--- src/inc/sarc_pkg.sv ---
// Package: register map, fields, reset values and timing for the SAR control logic
package sarc_pkg;
  localparam int AW = 4;
  localparam int DW = 8;
  localparam int RW = 12;

  localparam logic [AW-1:0] OFS_SC1  = 4'h0;
  localparam logic [AW-1:0] OFS_SC2  = 4'h1;
  localparam logic [AW-1:0] OFS_RESH = 4'h2;
  localparam logic [AW-1:0] OFS_RESL = 4'h3;
  localparam logic [AW-1:0] OFS_CVH  = 4'h4;
  localparam logic [AW-1:0] OFS_CVL  = 4'h5;
  localparam logic [AW-1:0] OFS_CFG  = 4'h6;
  localparam logic [AW-1:0] OFS_SOPT = 4'h7;

  localparam int SC1_DONE = 7;
  localparam int SC1_IEN  = 6;
  localparam int SC1_CONT = 5;
  localparam int SC2_ACT  = 7;
  localparam int SC2_TRIG = 6;
  localparam int SC2_CMPE = 5;
  localparam int SC2_CMPG = 4;
  localparam int CFG_DIV  = 5;
  localparam int CFG_FMT  = 2;
  localparam int CFG_SRC  = 0;
  localparam int SOPT_TSS = 0;

  localparam logic [4:0] CH_LAST_EXT = 5'h17;
  localparam logic [4:0] CH_TEMP     = 5'h1A;
  localparam logic [4:0] CH_BGAP     = 5'h1B;
  localparam logic [4:0] CH_REFH0    = 5'h1C;
  localparam logic [4:0] CH_REFH1    = 5'h1D;
  localparam logic [4:0] CH_REFL     = 5'h1E;
  localparam logic [4:0] CH_OFF      = 5'h1F;

  localparam logic [4:0]    RST_CHSEL = 5'h1F;
  localparam logic [RW-1:0] RST_CV    = 12'h000;
  localparam logic [RW-1:0] SAR_MID   = 12'h800;
  localparam logic [3:0]    IDX_MSB   = 4'hB;

  localparam logic [3:0] SAMPLE_TICKS   = 4'h4;
  localparam logic [1:0] SETTLE_CYC     = 2'h3;
  localparam logic [1:0] LOCAL_DIV_LOG2 = 2'h2;

  typedef enum logic [1:0] {SARC_SRC_BUS, SARC_SRC_BUS2, SARC_SRC_LOCAL, SARC_SRC_ALT} sarc_src_e;
  typedef enum logic [1:0] {SARC_FMT_8, SARC_FMT_12, SARC_FMT_10} sarc_fmt_e;
  typedef enum logic [1:0] {SARC_IDLE, SARC_SAMPLE, SARC_CONV} sarc_state_e;

  typedef struct packed {
    logic [23:0] ext;
    logic        temp;
    logic        bgap;
    logic        refh;
    logic        refl;
    logic        off;
  } sarc_sel_s;
endpackage : sarc_pkg

--- src/hdl/sarc_sync2.sv ---
// Two-flop synchroniser for pin-level inputs
`timescale 1ns/1ps
module sarc_sync2 #(parameter int W = 1) (
  input  wire logic         core_clk,
  input  wire logic         rst_n,
  input  wire logic [W-1:0] d,
  output logic      [W-1:0] q
);
  logic [W-1:0] meta_q;

  always_ff @(posedge core_clk or negedge rst_n) begin
    if (!rst_n) begin
      meta_q <= '0;
      q      <= '0;
    end else begin
      meta_q <= d;
      q      <= meta_q;
    end
  end
endmodule : sarc_sync2

--- src/hdl/sarc_div.sv ---
// Enable-pulse divider by a power of two
`timescale 1ns/1ps
module sarc_div #(parameter int W = 2) (
  input  wire logic         core_clk,
  input  wire logic         rst_n,
  input  wire logic         tick_in,
  input  wire logic [W-1:0] ratio,
  output logic              tick_out
);
  localparam int CW = (1 << W) - 1;
  logic [CW-1:0] cnt_q;
  wire  [CW-1:0] lim = CW'((1 << ratio) - 1);
  wire           wrap = cnt_q >= lim;

  assign tick_out = tick_in && wrap;

  always_ff @(posedge core_clk or negedge rst_n) begin
    if (!rst_n) begin
      cnt_q <= '0;
    end else if (tick_in) begin
      cnt_q <= wrap ? '0 : cnt_q + 1'b1;
    end
  end
endmodule : sarc_div

--- src/hdl/sarc_core.sv ---
// SAR converter control: registers, clocking, triggers, sequencing and results
//
// Our own choices: the address map and strobed register access.
`timescale 1ns/1ps
// Summary of operation
// - Decode channel selector onto analog select lines
// - Four selectable conversion clock sources
// - Alternate clock from pin, divided by field
// - Alternate clock keeps ticking in wait
// - Trigger from counter overflow or pin
// - Hardware trigger accepted in all modes
// - Control write aborts, restarts in software trigger mode unless off
// - Results right justified, 12/10/8 bits
// - Single conversion returns to idle
// - Compare less-than or greater-equal value
// - Twelve-bit successive approximation sequence
// - Conversions continue in wait, and in stop on the local clock only
// - Done flag with matching interrupt request
// - Done set rules and its clears
// - One conversion or continuous series
// - Start by write or hardware trigger
// - Active bit tracks conversion in progress
module sarc_core (
  input  wire logic                    core_clk,
  input  wire logic                    rst_n,
  input  wire logic [sarc_pkg::AW-1:0] reg_addr,
  input  wire logic [sarc_pkg::DW-1:0] reg_wdata,
  input  wire logic                    reg_wr,
  input  wire logic                    reg_rd,
  output logic      [sarc_pkg::DW-1:0] reg_rdata_q,
  input  wire logic                    external_reference_clock,
  input  wire logic                    rtc_overflow,
  input  wire logic                    irq_pin,
  input  wire logic                    cpu_stop3,
  input  wire logic                    ana_cmp_hi,
  output sarc_pkg::sarc_sel_s          ana_sel_q,
  output logic                         ana_sample_q,
  output logic                         ana_conv_q,
  output logic      [sarc_pkg::RW-1:0] ana_trial_q,
  output logic                         conv_irq_q
);
  logic [4:0]              channel_selector_q;
  logic                    ien_q;
  logic                    continuous_mode_enable_q;
  logic                    conversion_done_flag_q;
  logic                    trigger_type_select_q;
  logic                    compare_function_enable_q;
  logic                    cmp_ge_q;
  logic [1:0]              clock_divide_field_q;
  logic [1:0]              fmt_q;
  logic [1:0]              src_q;
  logic                    trigger_source_select_q;
  logic [sarc_pkg::RW-1:0] cv_q;
  logic [sarc_pkg::RW-1:0] res_q;
  logic                    conversion_active_bit_q;
  logic                    half_q;
  logic                    alt_prev_q;
  logic                    hw_prev_q;
  sarc_pkg::sarc_state_e   state_q;
  sarc_pkg::sarc_state_e   state_d;
  logic [3:0]              scnt_q;
  logic [3:0]              idx_q;
  logic [1:0]              settle_q;
  logic [3:0]              pin_s;
  logic                    local_async_conv_clock;
  logic                    conversion_clock;
  logic                    src_tick;

  localparam int CFG_DIV_HI = sarc_pkg::CFG_DIV + 1;
  localparam int CFG_FMT_HI = sarc_pkg::CFG_FMT + 1;
  localparam int CFG_SRC_HI = sarc_pkg::CFG_SRC + 1;

  // Register decode
  wire wr_sc1  = reg_wr && reg_addr == sarc_pkg::OFS_SC1;
  wire wr_sc2  = reg_wr && reg_addr == sarc_pkg::OFS_SC2;
  wire wr_cvh  = reg_wr && reg_addr == sarc_pkg::OFS_CVH;
  wire wr_cvl  = reg_wr && reg_addr == sarc_pkg::OFS_CVL;
  wire wr_cfg  = reg_wr && reg_addr == sarc_pkg::OFS_CFG;
  wire wr_sopt = reg_wr && reg_addr == sarc_pkg::OFS_SOPT;
  wire rd_resl = reg_rd && reg_addr == sarc_pkg::OFS_RESL;

  // Pins are synchronised before use; comparator shares the same stages
  sarc_sync2 #(.W(4)) u_sync (
    .core_clk (core_clk),
    .rst_n    (rst_n),
    .d        ({ana_cmp_hi, irq_pin, rtc_overflow, external_reference_clock}),
    .q        (pin_s)
  );
  wire alt_s = pin_s[0];
  wire cmp_s = pin_s[3];

  // Local clock is an internal divider, so it survives stop3 with the core clock
  sarc_div #(.W(2)) u_local (
    .core_clk (core_clk),
    .rst_n    (rst_n),
    .tick_in  (1'b1),
    .ratio    (sarc_pkg::LOCAL_DIV_LOG2),
    .tick_out (local_async_conv_clock)
  );

  wire alt_tick = alt_s && !alt_prev_q;
  // Bus-derived and alternate ticks stop in stop3; only the local clock runs there
  assign src_tick = (src_q == sarc_pkg::SARC_SRC_BUS)   ? !cpu_stop3 :
                    (src_q == sarc_pkg::SARC_SRC_BUS2)  ? half_q && !cpu_stop3 :
                    (src_q == sarc_pkg::SARC_SRC_LOCAL) ? local_async_conv_clock :
                    alt_tick && !cpu_stop3;

  sarc_div #(.W(2)) u_div (
    .core_clk (core_clk),
    .rst_n    (rst_n),
    .tick_in  (src_tick),
    .ratio    (clock_divide_field_q),
    .tick_out (conversion_clock)
  );

  // Hardware trigger, edge detected in every power mode
  wire hw_lvl = trigger_source_select_q ? pin_s[2] : pin_s[1];
  wire hw_evt = hw_lvl && !hw_prev_q;
  wire hw_start = trigger_type_select_q && hw_evt && state_q == sarc_pkg::SARC_IDLE
                  && channel_selector_q != sarc_pkg::CH_OFF;
  wire sw_start = wr_sc1 && !trigger_type_select_q
                  && reg_wdata[4:0] != sarc_pkg::CH_OFF;

  // Approximation step
  wire [11:0] bit_m    = 12'h001 << idx_q;
  wire [11:0] keep     = cmp_s ? ana_trial_q : (ana_trial_q & ~bit_m);
  wire [11:0] sar_next = keep | (bit_m >> 1);
  wire        eval     = state_q == sarc_pkg::SARC_CONV && settle_q == 2'h0 && conversion_clock;
  wire        complete = eval && idx_q == 4'h0 && !wr_sc1;

  wire [11:0] fmt_res = (fmt_q == sarc_pkg::SARC_FMT_8)  ? {4'h0, keep[11:4]} :
                        (fmt_q == sarc_pkg::SARC_FMT_10) ? {2'h0, keep[11:2]} :
                        keep;
  wire cmp_true = cmp_ge_q ? (fmt_res >= cv_q) : (fmt_res < cv_q);
  wire done_set = complete && (!compare_function_enable_q || cmp_true);
  wire done_clr = wr_sc1 || rd_resl;
  wire done_d   = done_set || (conversion_done_flag_q && !done_clr);

  // Reserved codes 11000/11001 select nothing but still convert
  wire [23:0] ext_dec = (channel_selector_q <= sarc_pkg::CH_LAST_EXT) ?
                        (24'h00_0001 << channel_selector_q) : 24'h00_0000;
  wire sel_refh = channel_selector_q == sarc_pkg::CH_REFH0
                  || channel_selector_q == sarc_pkg::CH_REFH1;
  wire sarc_pkg::sarc_sel_s sel_d = {ext_dec,
                                     channel_selector_q == sarc_pkg::CH_TEMP,
                                     channel_selector_q == sarc_pkg::CH_BGAP,
                                     sel_refh,
                                     channel_selector_q == sarc_pkg::CH_REFL,
                                     channel_selector_q == sarc_pkg::CH_OFF};

  always_comb begin
    state_d = state_q;
    if (wr_sc1) begin
      state_d = sw_start ? sarc_pkg::SARC_SAMPLE : sarc_pkg::SARC_IDLE;
    end else begin
      case (state_q)
        sarc_pkg::SARC_IDLE: begin
          if (hw_start) begin
            state_d = sarc_pkg::SARC_SAMPLE;
          end
        end
        sarc_pkg::SARC_SAMPLE: begin
          if (conversion_clock && scnt_q == 4'h0) begin
            state_d = sarc_pkg::SARC_CONV;
          end
        end
        sarc_pkg::SARC_CONV: begin
          if (complete) begin
            state_d = (continuous_mode_enable_q && channel_selector_q != sarc_pkg::CH_OFF)
                      ? sarc_pkg::SARC_SAMPLE : sarc_pkg::SARC_IDLE;
          end
        end
        default: state_d = sarc_pkg::SARC_IDLE;
      endcase
    end
  end

  wire enter_smp  = state_d == sarc_pkg::SARC_SAMPLE && (state_q != sarc_pkg::SARC_SAMPLE || wr_sc1);
  wire enter_conv = state_d == sarc_pkg::SARC_CONV && state_q == sarc_pkg::SARC_SAMPLE;

  wire [7:0] rd_mux =
    (reg_addr == sarc_pkg::OFS_SC1)  ? {conversion_done_flag_q, ien_q,
                                        continuous_mode_enable_q, channel_selector_q} :
    (reg_addr == sarc_pkg::OFS_SC2)  ? {conversion_active_bit_q, trigger_type_select_q,
                                        compare_function_enable_q, cmp_ge_q, 4'h0} :
    (reg_addr == sarc_pkg::OFS_RESH) ? {4'h0, res_q[11:8]} :
    (reg_addr == sarc_pkg::OFS_RESL) ? res_q[7:0] :
    (reg_addr == sarc_pkg::OFS_CVH)  ? {4'h0, cv_q[11:8]} :
    (reg_addr == sarc_pkg::OFS_CVL)  ? cv_q[7:0] :
    (reg_addr == sarc_pkg::OFS_CFG)  ? {1'b0, clock_divide_field_q, 1'b0, fmt_q, src_q} :
    (reg_addr == sarc_pkg::OFS_SOPT) ? {7'h00, trigger_source_select_q} :
    8'h00;

  // Software registers
  always_ff @(posedge core_clk or negedge rst_n) begin
    if (!rst_n) begin
      channel_selector_q        <= sarc_pkg::RST_CHSEL;
      ien_q                     <= 1'b0;
      continuous_mode_enable_q  <= 1'b0;
      trigger_type_select_q     <= 1'b0;
      compare_function_enable_q <= 1'b0;
      cmp_ge_q                  <= 1'b0;
      clock_divide_field_q      <= 2'h0;
      fmt_q                     <= 2'h0;
      src_q                     <= 2'h0;
      trigger_source_select_q   <= 1'b0;
      cv_q                      <= sarc_pkg::RST_CV;
    end else begin
      if (wr_sc1) begin
        ien_q                    <= reg_wdata[sarc_pkg::SC1_IEN];
        continuous_mode_enable_q <= reg_wdata[sarc_pkg::SC1_CONT];
        channel_selector_q       <= reg_wdata[4:0];
      end
      if (wr_sc2) begin
        trigger_type_select_q     <= reg_wdata[sarc_pkg::SC2_TRIG];
        compare_function_enable_q <= reg_wdata[sarc_pkg::SC2_CMPE];
        cmp_ge_q                  <= reg_wdata[sarc_pkg::SC2_CMPG];
      end
      if (wr_cvh) cv_q[11:8] <= reg_wdata[3:0];
      if (wr_cvl) cv_q[7:0] <= reg_wdata;
      if (wr_cfg) begin
        clock_divide_field_q <= reg_wdata[CFG_DIV_HI:sarc_pkg::CFG_DIV];
        fmt_q                <= reg_wdata[CFG_FMT_HI:sarc_pkg::CFG_FMT];
        src_q                <= reg_wdata[CFG_SRC_HI:sarc_pkg::CFG_SRC];
      end
      if (wr_sopt) trigger_source_select_q <= reg_wdata[sarc_pkg::SOPT_TSS];
    end
  end

  // Sequencer and status
  always_ff @(posedge core_clk or negedge rst_n) begin
    if (!rst_n) begin
      state_q                 <= sarc_pkg::SARC_IDLE;
      scnt_q                  <= 4'h0;
      idx_q                   <= 4'h0;
      settle_q                <= 2'h0;
      ana_trial_q             <= 12'h000;
      res_q                   <= 12'h000;
      conversion_done_flag_q  <= 1'b0;
      conversion_active_bit_q <= 1'b0;
      half_q                  <= 1'b0;
      alt_prev_q              <= 1'b0;
      hw_prev_q               <= 1'b0;
    end else begin
      state_q                 <= state_d;
      conversion_active_bit_q <= state_d != sarc_pkg::SARC_IDLE;
      conversion_done_flag_q  <= done_d;
      half_q                  <= !half_q;
      alt_prev_q              <= alt_s;
      hw_prev_q               <= hw_lvl;
      if (done_set) res_q <= fmt_res;
      if (enter_smp) begin
        scnt_q <= sarc_pkg::SAMPLE_TICKS - 4'h1;
      end else if (state_q == sarc_pkg::SARC_SAMPLE && conversion_clock) begin
        scnt_q <= scnt_q - 4'h1;
      end
      if (enter_conv) begin
        ana_trial_q <= sarc_pkg::SAR_MID;
        idx_q       <= sarc_pkg::IDX_MSB;
        settle_q    <= sarc_pkg::SETTLE_CYC;
      end else if (state_q == sarc_pkg::SARC_CONV && settle_q != 2'h0) begin
        settle_q <= settle_q - 2'h1;
      end else if (eval) begin
        ana_trial_q <= (idx_q == 4'h0) ? keep : sar_next;
        idx_q       <= idx_q - 4'h1;
        settle_q    <= sarc_pkg::SETTLE_CYC;
      end
    end
  end

  // Outputs
  always_ff @(posedge core_clk or negedge rst_n) begin
    if (!rst_n) begin
      ana_sel_q    <= '0;
      ana_sample_q <= 1'b0;
      ana_conv_q   <= 1'b0;
      conv_irq_q   <= 1'b0;
      reg_rdata_q  <= 8'h00;
    end else begin
      ana_sel_q    <= sel_d;
      ana_sample_q <= state_d == sarc_pkg::SARC_SAMPLE;
      ana_conv_q   <= state_d == sarc_pkg::SARC_CONV;
      conv_irq_q   <= done_d && ien_q;
      reg_rdata_q  <= reg_rd ? rd_mux : 8'h00;
    end
  end
endmodule : sarc_core

--- config.mk ---
export PLATFORM = sky130hd
export DESIGN_NAME = sarc_core
export DESIGN_NICKNAME = d
export VERILOG_FILES = /design/src/inc/sarc_pkg.sv /design/src/hdl/sarc_sync2.sv /design/src/hdl/sarc_div.sv /design/src/hdl/sarc_core.sv
export SDC_FILE = /design/constraint.sdc
export NUM_CORES = 1
export LEC_CHECK = 0
export BUFFER_PORTS_ARGS = -buffer_cell sky130_fd_sc_hd__buf_4
export CELL_PAD_IN_SITES_DETAIL_PLACEMENT = 2
export CELL_PAD_IN_SITES_GLOBAL_PLACEMENT = 2
export CORE_MARGIN = 1
export CORE_UTILIZATION = 25
export DETAILED_ROUTE_END_ITERATION = 12
export PLACE_DENSITY = 0.63
export SYNTH_ARGS = -nofsm -noshare
export SYNTH_HDL_FRONTEND = slang
export SYNTH_SLANG_ARGS = --single-unit
export TNS_END_PERCENT = 50
--- constraint.sdc ---
create_clock -name core_clk -period 4.3 [get_ports core_clk]
set_clock_uncertainty 0.2 [all_clocks]
set_input_delay 0.215 -clock core_clk [delete_from_list [all_inputs] [get_ports core_clk]]
set_output_delay 0.215 -clock core_clk [all_outputs]
set_load 0.02 [all_outputs]
## After elaboration in Yosys (flattened, before gate mapping)

Cells that the tools add are included.

- $add $sub $neg: 6
- Multiplexer cells: 39
- $lt $le $gt $ge: 5
- Shifts and indexed selects: 3
- Reductions and logical operators: 56
- Equal/unequal tests: 24
- Bitwise gates (word level): 3

Operators by type and width:

| cell | number |
|---|---|
| $mux 12 | 7 |
| $mux 8 | 7 |
| $eq 5x5->1 const B | 6 |
| $logic_and 1x1->1 | 30 |
| $mux 24 | 1 |
| $shl 1x5->24 const A | 1 |
| $mux 4 | 5 |
| $eq 4x3->1 const B | 4 |
| $mux 2 | 7 |
| $and 12x12->12 | 1 |
| $ge 12x12->1 | 1 |
| $logic_not 4->1 | 3 |
| $lt 12x12->1 | 1 |
| $not 12->12 | 1 |
| $or 12x11->12 | 1 |
| $shl 1x4->12 const A | 1 |
| $ne 5x5->1 const B | 2 |
| $eq 2x2->1 const B | 4 |
| $eq 4x2->1 const B | 2 |
| $logic_not 1->1 | 8 |
| $logic_not 2->1 | 4 |
| $mux 1 | 8 |
| $reduce_bool 2->1 | 4 |
| $sub 4x1->4 const B | 2 |
| other kinds (17) | 25 |

- Output and inout port bits: 52
- Register bits: 124
- Word-level logic and storage cells: 173

## Depth between registers and ports, before layout

- Depth after elaboration: 17
- Gate-level depth with buffers: 16
- Depth with buffers taken out: 14

## Hierarchy

From an unflattened synthesis, not the netlist that was laid out.

- Cell total of the unflattened synthesis: 561
- Area, all modules: 5998.3 um^2

By module, submodules not included:

| module | instances | area an instance (um^2) | cells an instance | sequential area each (um^2) |
|---|---|---|---|---|
| sarc_core | 1 | 5352.6 | 503 | 2758.9 |
| sarc_div | 2 | 222.7 | 25 | 75.1 |
| sarc_sync2 | 1 | 200.2 | 8 | 200.2 |

## Least setup slack after synthesis

No wires, ideal clock.

- Path type: flip-flop to flip-flop
- Start point: register idx_q[0]
- End point: register res_q[10] (netlist bit)
- Buffers on the path: 2
- Library setup time: 125 ps
- Data arrival time: 3361 ps
- Clock period less this slack: 3686 ps
- Stages on the path, launching flop included: 16
- Data required time: 3975 ps
- Path slack: 614 ps
- Path through: dfrtp_1 inv_1 ha_1 nor2b_1 a21boi_0 mux2i_1 o21ai_0 ha_1 and2_1 a221o_1 a21o_1 or3_1 and4_1 buf_6 buf_12 mux2_4

- Word-level cells in the longest chain between the ends: 10
- Elaborated cells between the ends (all ways): 14
- Those cells by class: order compare (2); shift (1); mux (4); bitwise (2); reduce/logical (5)

Ends and longest elaborated chain:

| element | line | RTL |
|---|---|---|
| start, declared | sarc_core.sv:62 | `logic [3:0] idx_q;` |
| start signal, assigned | sarc_core.sv:259 | `idx_q <= sarc_pkg::IDX_MSB;` |
| start signal, assigned | sarc_core.sv:265 | `idx_q <= idx_q - 4'h1;` |
| $shl 1x4->12 * | sarc_core.sv:125 | `wire [11:0] bit_m = 12'h001 << idx_q;` |
| $not 12->12 * | sarc_core.sv:126 | `wire [11:0] keep = cmp_s ? ana_trial_q : (ana_trial_q & ~bit_m);` |
| $and 12x12->12 * | sarc_core.sv:126 |  |
| $mux 12 * | sarc_core.sv:126 |  |
| $mux 12 | sarc_core.sv:132 | `(fmt_q == sarc_pkg::SARC_FMT_10) ? {2'h0, keep[11:2]} :` |
| $mux 12 * | sarc_core.sv:131 | `wire [11:0] fmt_res = (fmt_q == sarc_pkg::SARC_FMT_8) ? {4'h0, keep[11:4]} :` |
| named net fmt_res[6] | sarc_core.sv:131 |  |
| $lt 12x12->1 / $ge 12x12->1 (equally long branches) | sarc_core.sv:134 | `wire cmp_true = cmp_ge_q ? (fmt_res >= cv_q) : (fmt_res < cv_q);` |
| $mux 1 * | sarc_core.sv:134 |  |
| $logic_or 1x1->1 * | sarc_core.sv:135 | `wire done_set = complete && (!compare_function_enable_q \|\| cmp_true);` |
| $logic_and 1x1->1 * | sarc_core.sv:135 |  |
| end signal, assigned | sarc_core.sv:251 | `if (done_set) res_q <= fmt_res;` |
| end, declared | sarc_core.sv:54 | `logic [sarc_pkg::RW-1:0] res_q;` |

Mark *: on every way through the listed nets, which the timed path passes. The rest lies on a longest branch.
A chain may end at the register's enable or synchronous reset.

## Worst setup path after layout

- Start point: register idx_q[2]
- End point: register res_q[6] (netlist bit)

Same word-level chain as after synthesis.

==> impl_metrics.csv <==
group,metric,value,unit
setup_path,crit_slowest_cell,"a21boi_0",
finish,final_util,33.2,%
global_route,grt_max_degree,47,
finish,insertedDiodeCount,0,
timing,tns,0,ns
global_route,grt_use_total,16.7,%
hold_path,hp-class,"input port to register",
global_route,grt.overflow.total,0,
cts,clock-sinks,124,
timing,fin_crit_sh,92.1,%
timing,grt_setup_unrepaired,"no",
cts,insertion_delay,0.43,ns
logic_synthesis,ys.flop_type,"dfrtp_1",
logic_synthesis,synth_edf_count,0,
global_route,antenna_found_initial,0,
finish,area_delta_synth_final,28.3,%
global_route,grt_pass1_wl,30500,µm
finish,drive_above_1_share,23.0,%
floorplan,core,22900,µm²
drt,drtPass1Iterations,4,
setup_path,max_stage_delay,0.49,ns
global_route,grt_pass1_vias,5399,
logic_synthesis,yosysSeqAreaShare,52.4,%
setup_path,worstPathMaxFanout,14,
power_and_ir_drop,vdd_ir_drop_max,0.195,mV
placement,hpwlAfterDp,14100,µm
finish,nNetsFinal,719,
logic_synthesis,syn_area,5930,µm²
setup_path,critPathBufInv,0,
placement,portBuffers,72,
finish,layout_commonest_cell,"dfrtp_1",
finish,layout_common_cells,"dfrtp_1 (119), buf_4 (85), nand2_1 (78), nor2_1 (53), o21ai_0 (36)",
cts,htree_levels,4,
global_route,use_met2,29.5,%
cts,clockRootBuffer,"clkbuf_16",
logic_synthesis,synth_cell_types,58,
setup_path,start_kind,"register",
drt,drt_wl_total,18900,µm
cts,cts_tree,"done",
logic_synthesis,synthCells,576,
logic_synthesis,synth_area_per_cell,10.3,µm²
power_and_ir_drop,power.total,3690,µW
drt,route.detailed.drc,0,
floorplan,fp.dieH,156,µm
run,drv_cap,0,
floorplan,die_area,24300,µm²
drt,detail-route-antenna-nets,0,
floorplan,initial_core_util,25.9,%
setup_path,cp_top_family,"compound AO/OA/AOI/OAI gates",
timing,slew_violations,0,
setup_path,cpMostUsedCell,"a21oi_1",
drt,vias,4710,
global_route,globalRouteMet1Util,20.5,%
global_route,grt.busiest_layer,"met2",
drt,dr.first_iter.drc_count,149,
timing,setup_viol,0,
finish,fillers,2475,
cts,cts_buffers,17,
cts,clock_path_buffers,2,
floorplan,io_pins,73,
logic_synthesis,synth_nets,622,
drt,routedWlPerCell,18.9,µm
setup_path,end_kind,"register",
timing,worst_pin_slew,1.11,ns
setup_path,required,4.40,ns
setup_path,crit_arrival,4.06,ns
timing,hold_viol,0,
timing,max_freq,0.253,GHz
setup_path,crit_chain,"nor2b_2 > nor2b_1 > a21boi_0 > mux2i_1 > o21ai_0 > ha_1 > a21oi_1 > a21oi_1 > or3_1 > and4_4 > mux2_4",
floorplan,placementRows,55,
cts,clk_pin_slew,0.06,ns
logic_synthesis,synth-async-reset-ratio,100,%
power_and_ir_drop,powerDensity,486,nW/µm²
logic_synthesis,yosysWarnings,0,
drt,via_per_inst,4.71,
setup_path,crit_type,"register to register",
placement,gp_routability_congestion,0.832,
global_route,met3_usage,2.86,%
logic_synthesis,ys_seq_elements,124,
run_status,status,"finished clean",
finish,final-seq-area,3110,µm²
timing,post-route-min-period,3.96,ns
power_and_ir_drop,p_leak,0.00349,µW
finish,multiInputGateArea,2600,µm²
timing,max_slew_margin,25.6,%
floorplan,die_w,156,µm
cts,cts_setup_buffers,0,
[layout make-up]
class / count / share of cell area (%)
Tap cell: 313 / 5.15
Timing Repair Buffer: 102 / 10.6
Sequential cell: 124 / 40.9
Multi-Input combinational cell: 400 / 34.2
Clock buffer: 18 / 5.64
Clock inverter: 14 / 2.07
Inverter: 28 / 1.38
[registers in the layout (all words and copies together), names as in the netlist, 5 cells and up]
register            cells
ana_trial_q            12
cv_q                   12
res_q                  12
ana_sel_q              29
channel_selector_q      5
reg_rdata_q             8
[through the flow]
stage / setup slack (ns) / area [µm²] / instances / hold WS [ns]
floorplan: 0.614 / 5930 / 576 / -0.281
global placement: 0.184 / 6840 / 950 / 0.0513
detailed placement: -0.0306 / 6840 / 950 / 0.0600
CTS: 0.0992 / 7600 / 999 / 0.00590
global route: 0.0797 / 7600 / 999 / 0.0316
finish: 0.341 / 7600 / 999 / 0.0255
[worst paths after layout]
check | start | to | slack (ns) | cells after the start
worst max-delay path | idx_q[2] | res_q[6] | 0.34 | 11
worst min-delay path | reg_addr[2] | reg_rdata_q[6] | 0.03 | 3
worst max register to register | idx_q[2] | res_q[6] | 0.34 | 11
worst min register to register | u_sync.meta_q[0] | u_sync.q[0] | 0.15 | 0
max in group asynchronous | rst_n | channel_selector_q[4] | 2.79 | 3
min in group asynchronous | rst_n | u_sync.meta_q[0] | 0.14 | 2
[tightest hold or removal path, cell delays in order]
cell	delay, ns
buf_4	0.17
nand3_1	0.09
a311oi_1	0.12
[repair_timing]
action	4_1_cts	5_1_grt
setup endpoints to repair	11	14
gates resized for setup	1	4
endpoints found under the hold margin	84	0
hold buffers	17	0
[report_power, final]
group / internal, µW / switching, µW / total (µW)
Sequential: 1320 / 154 / 1470
Clock: 865 / 583 / 1450
Combinational: 323 / 449 / 773
Total: 2510 / 1190 / 3690
[Yosys cell counts, types with 3 or more instances]
cell type    n  area share [%]
a22o_1       3            0.44
inv_1       27             1.7
nor2b_1     12             1.3
a21boi_0    13             1.6
nand2_1     78             4.9
clkbuf_1    19             1.2
mux2i_1     10             1.7
dfstp_2      5             2.2
xor2_1       3            0.44
o22ai_1     13             1.4
o21a_1       3            0.38
ha_1        25             5.3
dfrtp_1    119              50
nand3b_1     3            0.38
a21oi_1     31             2.6
o21ai_0     36             3.0
and2_1       7            0.74
a21o_1       5            0.63
nor2_1      53             3.4
a221o_1      5            0.84
nor3_1      11            0.93
mux2_2      21             4.0
nand4_1      8            0.84
mux2_4       7             1.8
nand3_1      6            0.51
nand2b_1     7            0.74
or3_1        3            0.32
[per-layer routing]
layer / part of all wire (%) / routed length (µm) / vias to the layer above
li1: - / - / 2195
met1: 45 / 8510 / 2430
met2: 51 / 9640 / 63
met3: 2.2 / 423 / 22
met4: 1.6 / 311 / 0
met5: 0 / 0 / -
[kinds of logic after synthesis]
family	after synthesis	share of synthesized area, %
mux	39	7.83
buf+inv	52	3.74
flops	124	52.4
fa+ha+maj	25	5.28
simple gates	201	15.7
xor+xnor	4	0.591
compound gates	131	14.4
Power figures use the tool's default switching activity.
